[config.mk]
export PLATFORM = sky130hd
export DESIGN_NAME = cpic_top
export DESIGN_NICKNAME = d
export VERILOG_FILES = /design/src/pkg/cpic_pkg.sv /design/src/hdl/cpic_top.sv
export SDC_FILE = /design/constraint.sdc
export NUM_CORES = 1
export LEC_CHECK = 0
export BUFFER_PORTS_ARGS = -buffer_cell sky130_fd_sc_hd__buf_4
export CORE_ASPECT_RATIO = 0.6
export CORE_MARGIN = 3
export CORE_UTILIZATION = 64
export DETAILED_ROUTE_END_ITERATION = 16
export PLACE_DENSITY = 0.93
export SYNTH_ARGS = -nofsm -noshare
export SYNTH_HDL_FRONTEND = slang
export SYNTH_SLANG_ARGS = --single-unit
[constraint.sdc]
create_clock -name ref_clk -period 6.4 [get_ports ref_clk]
set_input_delay 0 -clock ref_clk [delete_from_list [all_inputs] [get_ports ref_clk]]
set_output_delay 0 -clock ref_clk [all_outputs]
set_load 0.02 [all_outputs]
[src/pkg/cpic_pkg.sv]
// Constants for the counter process image compare block.
// Assumes one 50 MHz clock and APB access with 32-bit data words.
//
// Summary of operation
// - Status bit shows the present state of the physical compare output.
// - Status bit shows the present state of the hardware digital input.
// - Running flag is 1 while a measuring operation is in progress.
// - Low limit flag sets on undershoot, holds until status clear rising edge.
// - High limit flag sets on overshoot, holds until status clear rising edge.
// - Measured value is refreshed each time the measuring interval elapses.
// - Compare one flag sets at interval end, holds until status clear edge.
// - Any parameter load during a running measurement stops the count.
// - Image parameters are volatile; reset restores default parameter set.
// - Output image is eight bytes: four value bytes, four control bytes.
// - Output functions are adopted only on a rising behaviour load bit.
// - Virtual function: direct, at least, at most, or equal pulse on reference two.
// - Physical function: direct, at least, at most, or equal pulse on reference one.
// - In direct function each output follows its direct bit while released.
// - Equality function emits a pulse whose length comes from image byte two.
// - Pulse length is an eight-bit count of milliseconds, 0 to 255.
// - Eight-bit hysteresis around both references suppresses rapid toggling.
// - Second output exists only as a status bit, never as a pin.
// - No new fault flag is set while fault acknowledge is held high.
// - Clear acknowledge mirrors status clear command of the last telegram.
// - An output is blocked while its release bit is 0.
package cpic_pkg;

    // ****************************************************************
    // Register byte offsets
    // ****************************************************************
    localparam logic [7:0] CPIC_OFS_IMG_LO = 8'h00; // Image bytes 0 to 3
    localparam logic [7:0] CPIC_OFS_IMG_HI = 8'h04; // Image bytes 4 to 7
    localparam logic [7:0] CPIC_OFS_COMMIT = 8'h08; // Write marks one telegram
    localparam logic [7:0] CPIC_OFS_STATUS = 8'h0c; // Process input status
    localparam logic [7:0] CPIC_OFS_MEAS = 8'h10;   // Measured value

    // ****************************************************************
    // Image low word fields (value bytes)
    // ****************************************************************
    localparam int CPIC_LO_PHYS_FN = 0;    // Two bits
    localparam int CPIC_LO_VIRT_FN = 2;    // Two bits
    localparam int CPIC_LO_HYST = 8;       // Byte 1
    localparam int CPIC_LO_PULSE = 16;     // Byte 2

    // ****************************************************************
    // Image high word fields (control bytes)
    // ****************************************************************
    localparam int CPIC_HI_LOAD_DIRECT = 0;
    localparam int CPIC_HI_LOAD_PREP = 1;
    localparam int CPIC_HI_LOAD_REF1 = 2;
    localparam int CPIC_HI_LOAD_REF2 = 3;
    localparam int CPIC_HI_BEH_LOAD = 4;
    localparam int CPIC_HI_SW_GATE = 8;
    localparam int CPIC_HI_STS_CLR = 10;
    localparam int CPIC_HI_PHYS_DIR = 11;
    localparam int CPIC_HI_PHYS_REL = 12;
    localparam int CPIC_HI_VIRT_DIR = 13;
    localparam int CPIC_HI_VIRT_REL = 14;
    localparam int CPIC_HI_FAULT_ACK = 15;

    // ****************************************************************
    // Status word fields
    // ****************************************************************
    localparam int CPIC_ST_PHYS = 0;
    localparam int CPIC_ST_HWIN = 1;
    localparam int CPIC_ST_RUN = 2;
    localparam int CPIC_ST_LOW = 3;
    localparam int CPIC_ST_HIGH = 4;
    localparam int CPIC_ST_CMP1 = 5;
    localparam int CPIC_ST_VIRT = 6;
    localparam int CPIC_ST_CLR_ACK = 7;
    localparam int CPIC_ST_FAULT = 8;

    // ****************************************************************
    // Reset values and timing
    // ****************************************************************
    localparam logic [31:0] CPIC_RST_WORD = 32'h0000_0000;
    localparam logic [1:0] CPIC_RST_FN = 2'h0;
    localparam int CPIC_CLK_PERIOD_NS = 20;
    localparam int CPIC_PULSE_UNIT_NS = 1000000; // One millisecond
    localparam int CPIC_MS_CYCLES = CPIC_PULSE_UNIT_NS / CPIC_CLK_PERIOD_NS;

    // Output functions
    typedef enum logic [1:0] {
        CPIC_FN_DIRECT,
        CPIC_FN_AT_LEAST,
        CPIC_FN_AT_MOST,
        CPIC_FN_EQUAL
    } cpic_fn_t;

endpackage : cpic_pkg

[src/hdl/cpic_top.sv]
// Process image face of a single channel counter with two compare outputs.
// Assumes the counting core runs on ref_clk and gives count, events, run level.
//
// The APB interface to the registers and the address map are this design's own decisions.
`timescale 1ns/1ps

module cpic_top
    import cpic_pkg::*;
#(
    parameter int MS_CYCLES = CPIC_MS_CYCLES
) (
    input wire logic ref_clk,
    input wire logic rst_n,
    input wire logic psel,
    input wire logic penable,
    input wire logic pwrite,
    input wire logic [7:0] paddr,
    input wire logic [31:0] pwdata,
    input wire logic [3:0] pstrb,
    output logic [31:0] prdata,
    output logic pready,
    output logic pslverr,
    input wire logic hardware_digital_input,
    input wire logic [31:0] count_value,
    input wire logic measure_active,
    input wire logic low_limit_evt,
    input wire logic high_limit_evt,
    input wire logic interval_evt,
    input wire logic fault_evt,
    output logic physical_compare_output,
    output logic count_halt,
    output logic count_gate
);

    // ****************************************************************
    // Local types and constants
    // ****************************************************************
    localparam logic [15:0] MS_LAST = 16'(MS_CYCLES - 1);

    logic [31:0] img_lo_q;
    logic [31:0] img_hi_q;
    logic [31:0] cur_lo_q;
    logic [31:0] cur_hi_q;
    logic [31:0] prev_hi_q;
    logic tele_new_q;
    logic [31:0] edge_hi;
    logic param_edge;
    logic clr_edge;
    logic in_meta_q;
    logic in_sync_q;
    logic low_q;
    logic high_q;
    logic cmp1_q;
    logic fault_q;
    logic clr_ack_q;
    logic run_q;
    logic [31:0] meas_q;
    logic halt_q;
    logic gate_q;
    cpic_fn_t fn_q [2];
    logic [7:0] hyst_q;
    logic [7:0] pulse_len_q;
    logic [31:0] ref_q [2];
    logic out_q [2];
    logic [1:0] rel;
    logic [1:0] dir;
    logic apb_wr;
    logic [31:0] status_w;

    // ****************************************************************
    // APB slave
    // ****************************************************************

    // Zero wait states: ready rises in the first access cycle
    always_ff @(posedge ref_clk or negedge rst_n) begin
        if (!rst_n) begin
            pready <= 1'b0;
        end else begin
            pready <= psel & ~penable;
        end
    end

    assign apb_wr = psel & penable & pready & pwrite;

    // Read data and error are prepared in the setup cycle
    always_ff @(posedge ref_clk or negedge rst_n) begin
        if (!rst_n) begin
            prdata <= CPIC_RST_WORD;
            pslverr <= 1'b0;
        end else if (psel & ~penable) begin
            pslverr <= 1'b0;
            prdata <= CPIC_RST_WORD;
            case (paddr)
                CPIC_OFS_IMG_LO: prdata <= img_lo_q;
                CPIC_OFS_IMG_HI: prdata <= img_hi_q;
                CPIC_OFS_COMMIT: prdata <= CPIC_RST_WORD;
                CPIC_OFS_STATUS: prdata <= status_w;
                CPIC_OFS_MEAS: prdata <= meas_q;
                default: pslverr <= 1'b1; // Unmapped address
            endcase
        end
    end

    // Staging image, byte lanes honoured; volatile, cleared by reset
    always_ff @(posedge ref_clk or negedge rst_n) begin
        if (!rst_n) begin
            img_lo_q <= CPIC_RST_WORD;
            img_hi_q <= CPIC_RST_WORD;
        end else if (apb_wr) begin
            for (int b = 0; b < 4; b++) begin
                if (pstrb[b] && paddr == CPIC_OFS_IMG_LO) begin
                    img_lo_q[b*8 +: 8] <= pwdata[b*8 +: 8];
                end
                if (pstrb[b] && paddr == CPIC_OFS_IMG_HI) begin
                    img_hi_q[b*8 +: 8] <= pwdata[b*8 +: 8];
                end
            end
        end
    end

    // ****************************************************************
    // Telegram sampling
    // ****************************************************************

    // A commit write is one telegram; the previous one is kept for edges
    always_ff @(posedge ref_clk or negedge rst_n) begin
        if (!rst_n) begin
            cur_lo_q <= CPIC_RST_WORD;
            cur_hi_q <= CPIC_RST_WORD;
            prev_hi_q <= CPIC_RST_WORD;
            tele_new_q <= 1'b0;
        end else begin
            tele_new_q <= apb_wr && paddr == CPIC_OFS_COMMIT;
            if (apb_wr && paddr == CPIC_OFS_COMMIT) begin
                cur_lo_q <= img_lo_q;
                cur_hi_q <= img_hi_q;
                prev_hi_q <= cur_hi_q;
            end
        end
    end

    // Edges exist only in the cycle after a telegram arrives
    assign edge_hi = tele_new_q ? (cur_hi_q & ~prev_hi_q) : CPIC_RST_WORD;
    assign clr_edge = edge_hi[CPIC_HI_STS_CLR];
    assign param_edge = |edge_hi[CPIC_HI_BEH_LOAD:CPIC_HI_LOAD_DIRECT];
    assign rel = {cur_hi_q[CPIC_HI_VIRT_REL], cur_hi_q[CPIC_HI_PHYS_REL]};
    assign dir = {cur_hi_q[CPIC_HI_VIRT_DIR], cur_hi_q[CPIC_HI_PHYS_DIR]};

    // ****************************************************************
    // Status flags
    // ****************************************************************

    // Pin crosses two flops before anything reads it
    always_ff @(posedge ref_clk or negedge rst_n) begin
        if (!rst_n) begin
            in_meta_q <= 1'b0;
            in_sync_q <= 1'b0;
        end else begin
            in_meta_q <= hardware_digital_input;
            in_sync_q <= in_meta_q;
        end
    end

    // Sticky flags; a set in the clearing cycle wins so no event is lost
    always_ff @(posedge ref_clk or negedge rst_n) begin
        if (!rst_n) begin
            low_q <= 1'b0;
            high_q <= 1'b0;
            cmp1_q <= 1'b0;
        end else begin
            low_q <= low_limit_evt | (low_q & ~clr_edge);
            high_q <= high_limit_evt | (high_q & ~clr_edge);
            cmp1_q <= interval_evt | (cmp1_q & ~clr_edge);
        end
    end

    // Acknowledge held high blocks new faults and clears old ones
    always_ff @(posedge ref_clk or negedge rst_n) begin
        if (!rst_n) begin
            fault_q <= 1'b0;
        end else if (cur_hi_q[CPIC_HI_FAULT_ACK]) begin
            fault_q <= 1'b0;
        end else begin
            fault_q <= fault_q | fault_evt;
        end
    end

    // Acknowledge and running level mirror their sources
    always_ff @(posedge ref_clk or negedge rst_n) begin
        if (!rst_n) begin
            clr_ack_q <= 1'b0;
            run_q <= 1'b0;
        end else begin
            clr_ack_q <= cur_hi_q[CPIC_HI_STS_CLR];
            run_q <= measure_active;
        end
    end

    // Measured value only moves at the end of an interval
    always_ff @(posedge ref_clk or negedge rst_n) begin
        if (!rst_n) begin
            meas_q <= CPIC_RST_WORD;
        end else if (interval_evt) begin
            meas_q <= count_value;
        end
    end

    // Virtual output lives only here, never on a pin
    always_comb begin
        status_w = CPIC_RST_WORD;
        status_w[CPIC_ST_PHYS] = out_q[0];
        status_w[CPIC_ST_HWIN] = in_sync_q;
        status_w[CPIC_ST_RUN] = run_q;
        status_w[CPIC_ST_LOW] = low_q;
        status_w[CPIC_ST_HIGH] = high_q;
        status_w[CPIC_ST_CMP1] = cmp1_q;
        status_w[CPIC_ST_VIRT] = out_q[1];
        status_w[CPIC_ST_CLR_ACK] = clr_ack_q;
        status_w[CPIC_ST_FAULT] = fault_q;
    end

    // ****************************************************************
    // Count control
    // ****************************************************************

    // Halting on a live parameter change keeps counts from mixing sets
    always_ff @(posedge ref_clk or negedge rst_n) begin
        if (!rst_n) begin
            halt_q <= 1'b0;
            gate_q <= 1'b0;
        end else begin
            halt_q <= param_edge & measure_active;
            gate_q <= cur_hi_q[CPIC_HI_SW_GATE] & ~(param_edge & measure_active);
        end
    end

    // ****************************************************************
    // Output behaviour and references
    // ****************************************************************

    // Functions, hysteresis and pulse length move only on the load edge
    always_ff @(posedge ref_clk or negedge rst_n) begin
        if (!rst_n) begin
            fn_q[0] <= cpic_fn_t'(CPIC_RST_FN);
            fn_q[1] <= cpic_fn_t'(CPIC_RST_FN);
            hyst_q <= 8'h00;
            pulse_len_q <= 8'h00;
        end else if (edge_hi[CPIC_HI_BEH_LOAD]) begin
            fn_q[0] <= cpic_fn_t'(cur_lo_q[CPIC_LO_PHYS_FN +: 2]);
            fn_q[1] <= cpic_fn_t'(cur_lo_q[CPIC_LO_VIRT_FN +: 2]);
            hyst_q <= cur_lo_q[CPIC_LO_HYST +: 8];
            pulse_len_q <= cur_lo_q[CPIC_LO_PULSE +: 8];
        end
    end

    // References take the value bytes on their own load edges
    always_ff @(posedge ref_clk or negedge rst_n) begin
        if (!rst_n) begin
            ref_q[0] <= CPIC_RST_WORD;
            ref_q[1] <= CPIC_RST_WORD;
        end else begin
            if (edge_hi[CPIC_HI_LOAD_REF1]) begin
                ref_q[0] <= cur_lo_q;
            end
            if (edge_hi[CPIC_HI_LOAD_REF2]) begin
                ref_q[1] <= cur_lo_q;
            end
        end
    end

    // ****************************************************************
    // Compare channels: 0 physical, 1 virtual
    // ****************************************************************
    for (genvar c = 0; c < 2; c++) begin : g_ch
        logic [32:0] cnt_w;
        logic [32:0] ref_w;
        logic [32:0] hys_w;
        logic on_q;
        logic eq_prev_q;
        logic act_q;
        logic [15:0] cyc_q;
        logic [7:0] ms_q;
        logic eq_start;
        logic cmp;

        assign cnt_w = {1'b0, count_value};
        assign ref_w = {1'b0, ref_q[c]};
        assign hys_w = {25'h0, hyst_q};
        assign eq_start = (count_value == ref_q[c]) & ~eq_prev_q;

        // On at the reference, off only past it by the hysteresis
        always_ff @(posedge ref_clk or negedge rst_n) begin
            if (!rst_n) begin
                on_q <= 1'b0;
            end else if (edge_hi[CPIC_HI_BEH_LOAD]) begin
                on_q <= 1'b0;
            end else begin
                case (fn_q[c])
                    CPIC_FN_AT_LEAST: begin
                        if (cnt_w >= ref_w) begin
                            on_q <= 1'b1;
                        end else if (cnt_w + hys_w < ref_w) begin
                            on_q <= 1'b0;
                        end
                    end
                    CPIC_FN_AT_MOST: begin
                        if (cnt_w <= ref_w) begin
                            on_q <= 1'b1;
                        end else if (cnt_w > ref_w + hys_w) begin
                            on_q <= 1'b0;
                        end
                    end
                    default: on_q <= 1'b0;
                endcase
            end
        end

        // Equality pulse; a zero length still gives one cycle
        always_ff @(posedge ref_clk or negedge rst_n) begin
            if (!rst_n) begin
                eq_prev_q <= 1'b0;
                act_q <= 1'b0;
                cyc_q <= 16'h0000;
                ms_q <= 8'h00;
            end else begin
                eq_prev_q <= count_value == ref_q[c];
                if (eq_start && fn_q[c] == CPIC_FN_EQUAL) begin
                    act_q <= pulse_len_q != 8'h00;
                    ms_q <= pulse_len_q;
                    cyc_q <= 16'h0000;
                end else if (act_q) begin
                    if (cyc_q == MS_LAST) begin
                        cyc_q <= 16'h0000;
                        ms_q <= ms_q - 8'h01;
                        act_q <= ms_q > 8'h01;
                    end else begin
                        cyc_q <= cyc_q + 16'h0001;
                    end
                end
            end
        end

        always_comb begin
            case (fn_q[c])
                CPIC_FN_DIRECT: cmp = dir[c];
                CPIC_FN_EQUAL: cmp = act_q | (eq_start & fn_q[c] == CPIC_FN_EQUAL);
                default: cmp = on_q;
            endcase
        end

        // Release gates every function
        always_ff @(posedge ref_clk or negedge rst_n) begin
            if (!rst_n) begin
                out_q[c] <= 1'b0;
            end else begin
                out_q[c] <= rel[c] & cmp;
            end
        end
    end

    assign physical_compare_output = out_q[0];
    assign count_halt = halt_q;
    assign count_gate = gate_q;

    // ****************************************************************
    // Assertions
    // ****************************************************************
    a_low_hold: assert property (@(posedge ref_clk) disable iff (!rst_n)
        low_q && !clr_edge |=> low_q) else $error("low limit flag lost");

    a_high_set: assert property (@(posedge ref_clk) disable iff (!rst_n)
        high_limit_evt |=> high_q) else $error("high limit flag not set");

    a_cmp1_clear: assert property (@(posedge ref_clk) disable iff (!rst_n)
        clr_edge && !interval_evt |=> !cmp1_q) else $error("compare flag not cleared");

    a_meas_latch: assert property (@(posedge ref_clk) disable iff (!rst_n)
        interval_evt |=> meas_q == $past(count_value)) else $error("measured value stale");

    a_halt_load: assert property (@(posedge ref_clk) disable iff (!rst_n)
        param_edge && measure_active |=> count_halt && !count_gate)
        else $error("count not halted");

    a_fault_block: assert property (@(posedge ref_clk) disable iff (!rst_n)
        cur_hi_q[CPIC_HI_FAULT_ACK] |=> !fault_q) else $error("fault set during ack");

    a_fn_stable: assert property (@(posedge ref_clk) disable iff (!rst_n)
        !edge_hi[CPIC_HI_BEH_LOAD] |=> $stable(fn_q[0]) && $stable(fn_q[1]))
        else $error("function changed without load edge");

    a_out_block: assert property (@(posedge ref_clk) disable iff (!rst_n)
        !rel[0] ##1 !rel[0] |-> !physical_compare_output) else $error("blocked output set");

    a_direct_fn: assert property (@(posedge ref_clk) disable iff (!rst_n)
        fn_q[1] == CPIC_FN_DIRECT |=> out_q[1] == $past(rel[1] & dir[1]))
        else $error("direct function wrong");

    a_clr_ack: assert property (@(posedge ref_clk) disable iff (!rst_n)
        tele_new_q |=> clr_ack_q == $past(cur_hi_q[CPIC_HI_STS_CLR]))
        else $error("clear ack wrong");

    a_run_flag: assert property (@(posedge ref_clk) disable iff (!rst_n)
        measure_active |=> status_w[CPIC_ST_RUN]) else $error("running flag low");

endmodule : cpic_top

; ---- Word-level counts from Yosys, hierarchy flattened
; Index checks and enable logic that the tools add are counted.
[classes]
add_sub_neg = 7
n_mul = 0
div = 0
n_lt_le_gt_ge = 10
n_eq_ne = 18
shifts = 0
mux = 36
bitwise_logic = 28
reduce_logical = 33
[ops]
columns = operator, count
row1 = $pmux W32 S4, 1
row2 = $add A32 B8 Y33, 3
row3 = $mux W16, 6
row4 = $gt A32 B33 Y1, 2
row5 = $lt A33 B32 Y1, 2
row6 = $eq A32 B32 Y1, 2
row7 = $ge A32 B32 Y1, 2
row8 = $le A32 B32 Y1, 2
row9 = $mux W8, 6
row10 = $add A16 B1 Y16 const B, 2
row11 = $eq A16 B16 Y1 const B, 2
row12 = $reduce_and A2 Y1, 12
row13 = $mux W1, 18
row14 = $eq A8 B4 Y1 const B, 2
row15 = $gt A8 B1 Y1 const B, 2
row16 = $ne A4 B4 Y1 const B, 4
row17 = $sub A8 B1 Y8 const B, 2
row18 = $and A1 B1 Y1, 15
row19 = $and A11 B11 Y11, 1
row20 = $logic_and A1 B1 Y1, 11
row21 = $mux W11, 1
row22 = $not A11 Y11, 1
row23 = $reduce_or A5 Y1, 2
row24 = $eq A2 B2 Y1 const B, 4
row25 = other kinds (10), 27
[totals]
register_bits = 340
latch_bits = 0
ramBits = 0
rom_bits = 0
inputBits = 87
output_inout_bits = 37
n_memories = 0

; ---- Logic depth before layout (Yosys ltp)
[depth]
word_depth = 7
depth_mapped = 19
ltp_nobuf = 18

; ---- Worst setup path after synthesis
; No wires, ideal clock.
[synth_timing]
kind = register -> register
from = register hyst_q[0]
to = register g_ch[1].on_q
t_arrival_ns = 4.052
required_time_ns = 6.271
setup_slack_ns = 2.219
path_stages_with_launch = 17
path_buffers = 0
period_less_slack_ns = 4.181
path_cell_list = dfrtp_1 ha_1 fa_1 a21oi_1 o21bai_1 nor4b_1 nor2_1 and3_1 xnor2_1 ha_1 nand4_1 or4_1 o41ai_1 o21ai_1 a311oi_1 o21ai_1 mux2i_1
[synth_via]
elab_chain_len = 4
word_cells_on_any_way = 7
cone_classes = add/sub (2) / order compare (2) / eq/ne (2) / reduce/logical (1)
[synth_rtl]
columns = element, line_no
row1 = from (decl), cpic_top.sv:61  ; logic [7:0] hyst_q;
row2 = from (signal assigned), cpic_top.sv:251  ; hyst_q <= cur_lo_q[CPIC_LO_HYST +: 8];
row3 = $add A32 B8 Y33 (on tied branches), "cpic_top.sv:309, cpic_top.sv:302"
row4 = $gt A32 B33 Y1 or $lt A33 B32 Y1 (tied branches), "cpic_top.sv:309, cpic_top.sv:302"
row5 = $ne A4 B4 Y1 (no source line), -
row6 = $reduce_and A2 Y1 (no source line) (*), -
row7 = to (signal assigned), cpic_top.sv:308  ; on_q <= 1'b1;
row8 = to (signal assigned), cpic_top.sv:310  ; on_q <= 1'b0;
row9 = to (signal assigned), cpic_top.sv:313  ; default: on_q <= 1'b0;
row10 = to (decl), cpic_top.sv:278  ; logic on_q;
; Mark *: on every way between the ends. The rest lies on a longest branch, timed or not.
; A chain may end at the register's enable or synchronous reset.

; ---- Worst setup path in the final report
[layout_timing]
from = register hyst_q[0]
to = register g_ch[0].on_q
[layout_via]
elab_chain_len = 4
word_cells_on_any_way = 7
cone_classes = add/sub (2) / order compare (2) / eq/ne (2) / reduce/logical (1)
[layout_rtl]
columns = element, line_no
row1 = $add A32 B8 Y33 (on tied branches), "cpic_top.sv:309, cpic_top.sv:302"
row2 = $gt A32 B33 Y1 or $lt A33 B32 Y1 (tied branches), "cpic_top.sv:309, cpic_top.sv:302"
row3 = $ne A4 B4 Y1 (no source line), -
row4 = $reduce_and A2 Y1 (no source line) (*), -
row5 = to (signal assigned), cpic_top.sv:308
row6 = to (signal assigned), cpic_top.sv:310
row7 = to (signal assigned), cpic_top.sv:313
row8 = to (decl), cpic_top.sv:278
; Marked as above.

==> flow_summary.yaml <==
outcome:
  outcome: "complete, no violations"
routing:
  viasPerCell: 6.837
  wl_per_cell_um: 26.19
  met1Wirelength_um: 28140
  drt_iter0_drc: 2371
  wl_met3_um: 10510
  first_pass_iters: 8
  vias: 18710
  ant_nets: 0
  wl_met2_um: 29310
  drc: 0
  wl_um: 71660
  top_layer: "met5"
power_and_ir_drop:
  power_density_nw_per_um2: 193.7
  p_leak_nw: 11.09
  peakVddDrop_v: 0.0002656
  power.total_w: 0.004660
flow_run:
  drv_cap: 0
synthesis:
  ys_top_cells_by_area: "dfrtp_1, ha_1, mux2_2"
  synth_nets: 2408
  synth_edf_count: 0
  synth_flop_cell: "dfrtp_1"
  synth_cells: 2090
  async_flop_share_pct: 100.0
  netlist_area_um2: 20640
  synth_top_area_share_pct: 40.14
  synth_warnings: 0
  avgSynthCellArea_um2: 9.874
  synth_most_common_cell: "dfrtp_1"
  ys_types: 69
  ys_top_cells_by_count: "dfrtp_1, nand2_1, ha_1"
  yosysTopAreaCell: "dfrtp_1"
  seq_area_frac_synth_pct: 40.14
  synth.ff_latch_count: 331
timing:
  timing.final.crit_period_ps: 4919
  drv_slew: 0
  clock.fmax_mhz: 203.3
  grt_setup_unrepaired: "no"
  hold_viol: 0
  slew-limit-headroom_pct: 20.06
  setup_violations: 0
  max_slew.worst_pin.slew_ps: 1196
  setup_tns_ps: 0
  finalClockSkew_ps: 44.03
  setup_ws_ps: 1481
  timing.final.crit_share_pct: 76.86
place:
  io_buffers: 123
  dp_hpwl_um: 46760
  pre_cts_ws_ps: 1660
  gp_congestion: 0.9908
clocking:
  path_clk_slew_ps: 80
  numCtsBuffers: 30
  cts_sinks: 331
  cts_buffer_depth: 3
  post-cts-setup-buffers: 0
  cts_hold_buf: 101
  clk-insertion-delay-late_ps: 620
  cts_resized: 0
  cts_tree: "yes"
  htree_num_levels: 1
  root_buffer: "clkbuf_16"
floorplan:
  chipWidth_um: 237.8
  rows: 50
  core_area_um2: 31470
  pin_count: 124
  die_h_um: 145.1
  start_util_pct: 65.58
  dieArea_um2: 34510
critical_path:
  critical_path.top_delay_family: "compound AO/OA/AOI/OAI gates"
  crit_chain: "ha_1 -> fa_1 -> a21oi_1 -> o211ai_1 -> o41ai_2 -> nor2_1 -> and3_1 -> nand2_1 -> xnor2_1 -> ha_1 -> a2111oi_0 -> o21ai_1 -> o211ai_1 -> o2111ai_1 -> o21ai_0 -> a31oi_1 -> o32ai_1 -> mux2i_1"
  critPathLaunchType: "register"
  worstSetupEndpointType: "register"
  max_stage_delay_ps: 490
  cp_max_fo: 5
  reg2reg_slack_ps: 1480
  critical_path_class: "register to register"
  arrival_ps: 5420
  crit_buf_inv: 0
  slowest_stage: "o41ai_2"
  critPathRequiredTime_ps: 6900
global_route:
  grt_pass1_vias: 18900
  grt_max_degree: 186
  grt_overflow: 0
  grt_pass1_wl_um: 110600
  grt_usage_pct: 41.48
  antenna_found_initial: 3
final_layout:
  final_nets: 2614
  regArea_um2: 8283
  antenna_cells: 0
  drive_above_1_share_pct: 16.94
  fill_cells: 1796
  multi_input_area_um2: 11760
  syn_to_final_growth_pct: 16.60
worst_hold_path:
  hold_class: "input port to register"
[final cells by class]
cell class	instances	area share, %
inverters	98	1.529
multi-input cells	1600	48.86
flip-flops and latches	331	34.42
repair buffers	235	8.465
clock buffers	38	3.411
well taps	416	2.163
clock inverters	18	1.154
[registers in the layout, indices dropped and copies added, names as in the netlist, 2 cells and up]
signal and count:
cur_lo_q 32, hyst_q 8, prdata 32, pulse_len_q 8
g_ch.eq_prev_q 2, g_ch.ms_q 16, g_ch.on_q 2, img_hi_q 32
fn_q 4, prev_hi_q 6, img_lo_q 32, g_ch.ref_w 64
g_ch.cyc_q 32, g_ch.act_q 2, cur_hi_q 12, meas_q 32
[routing by layer]
layer,vias to the layer above,GRT usage (%)
met5,-,0
met4,4,17.98
met3,354,15.16
li1,7866,-
met2,1441,58.62
met1,9041,57.37
[stage by stage]
stage                     instances  hold slack (ps)  utilization [%]  cell area (um2)
after detailed placement       2579            3.549            69.77            21950
final                          2736            32.92            76.47            24060
after CTS                      2736            39.15            76.47            24060
after global placement         2579            5.921            69.77            21950
after global routing           2736            44.81            76.47            24060
after floorplan                2090           -295.6                -            20640
[cell usage in the layout, fill, tap and decap left out, drive strengths merged, types with 43 or more instances in the layout]
cell / instances
a21oi: 127
nand3: 52
nor2: 136
buf: 134
nand2: 287
xnor2: 82
mux2: 188
dfrtp: 331
ha: 228
nand4: 43
o21ai: 103
inv: 98
dlygate4sd3: 101
[power breakdown]
group | total, W | internal, W | switching, W
sequential | 0.00213 | 0.00211 | 0.0000207
combinational | 0.000454 | 0.000198 | 0.000255
clock | 0.00207 | 0.00116 | 0.000911
[path summary, 6_finish.rpt]
path | from | endpoint | cells past startpoint
min in group asynchronous | rst_n | g_ch[0].ref_w[1] | 3
worst max-delay path | hyst_q[0] | g_ch[0].on_q | 18
worst min register to register | in_meta_q | in_sync_q | 0
worst min-delay path | hardware_digital_input | in_meta_q | 2
max in group asynchronous | rst_n | pulse_len_q[3] | 4
worst max register to register | hyst_q[0] | g_ch[0].on_q | 18
[logic make-up after synthesis]
family | share of synthesized area (%)
DFF | 40.14
xor gates and xnor gates | 4.711
AOI/OAI and AO/OA | 10.26
adders and majority gates | 14.11
muxes | 12.00
and+or+nand+nor | 15.86
buffers and inverters | 2.910
[worst reg2reg max path, delay by kind of cell, from the launching register on]
family          cells  cell delay, ps
compound gates     10            2430
fa+ha+maj           3             960
simple gates        3             620
flops               1             440
mux                 1             240
xor+xnor            1             120
Power figures use the tool's default switching activity.
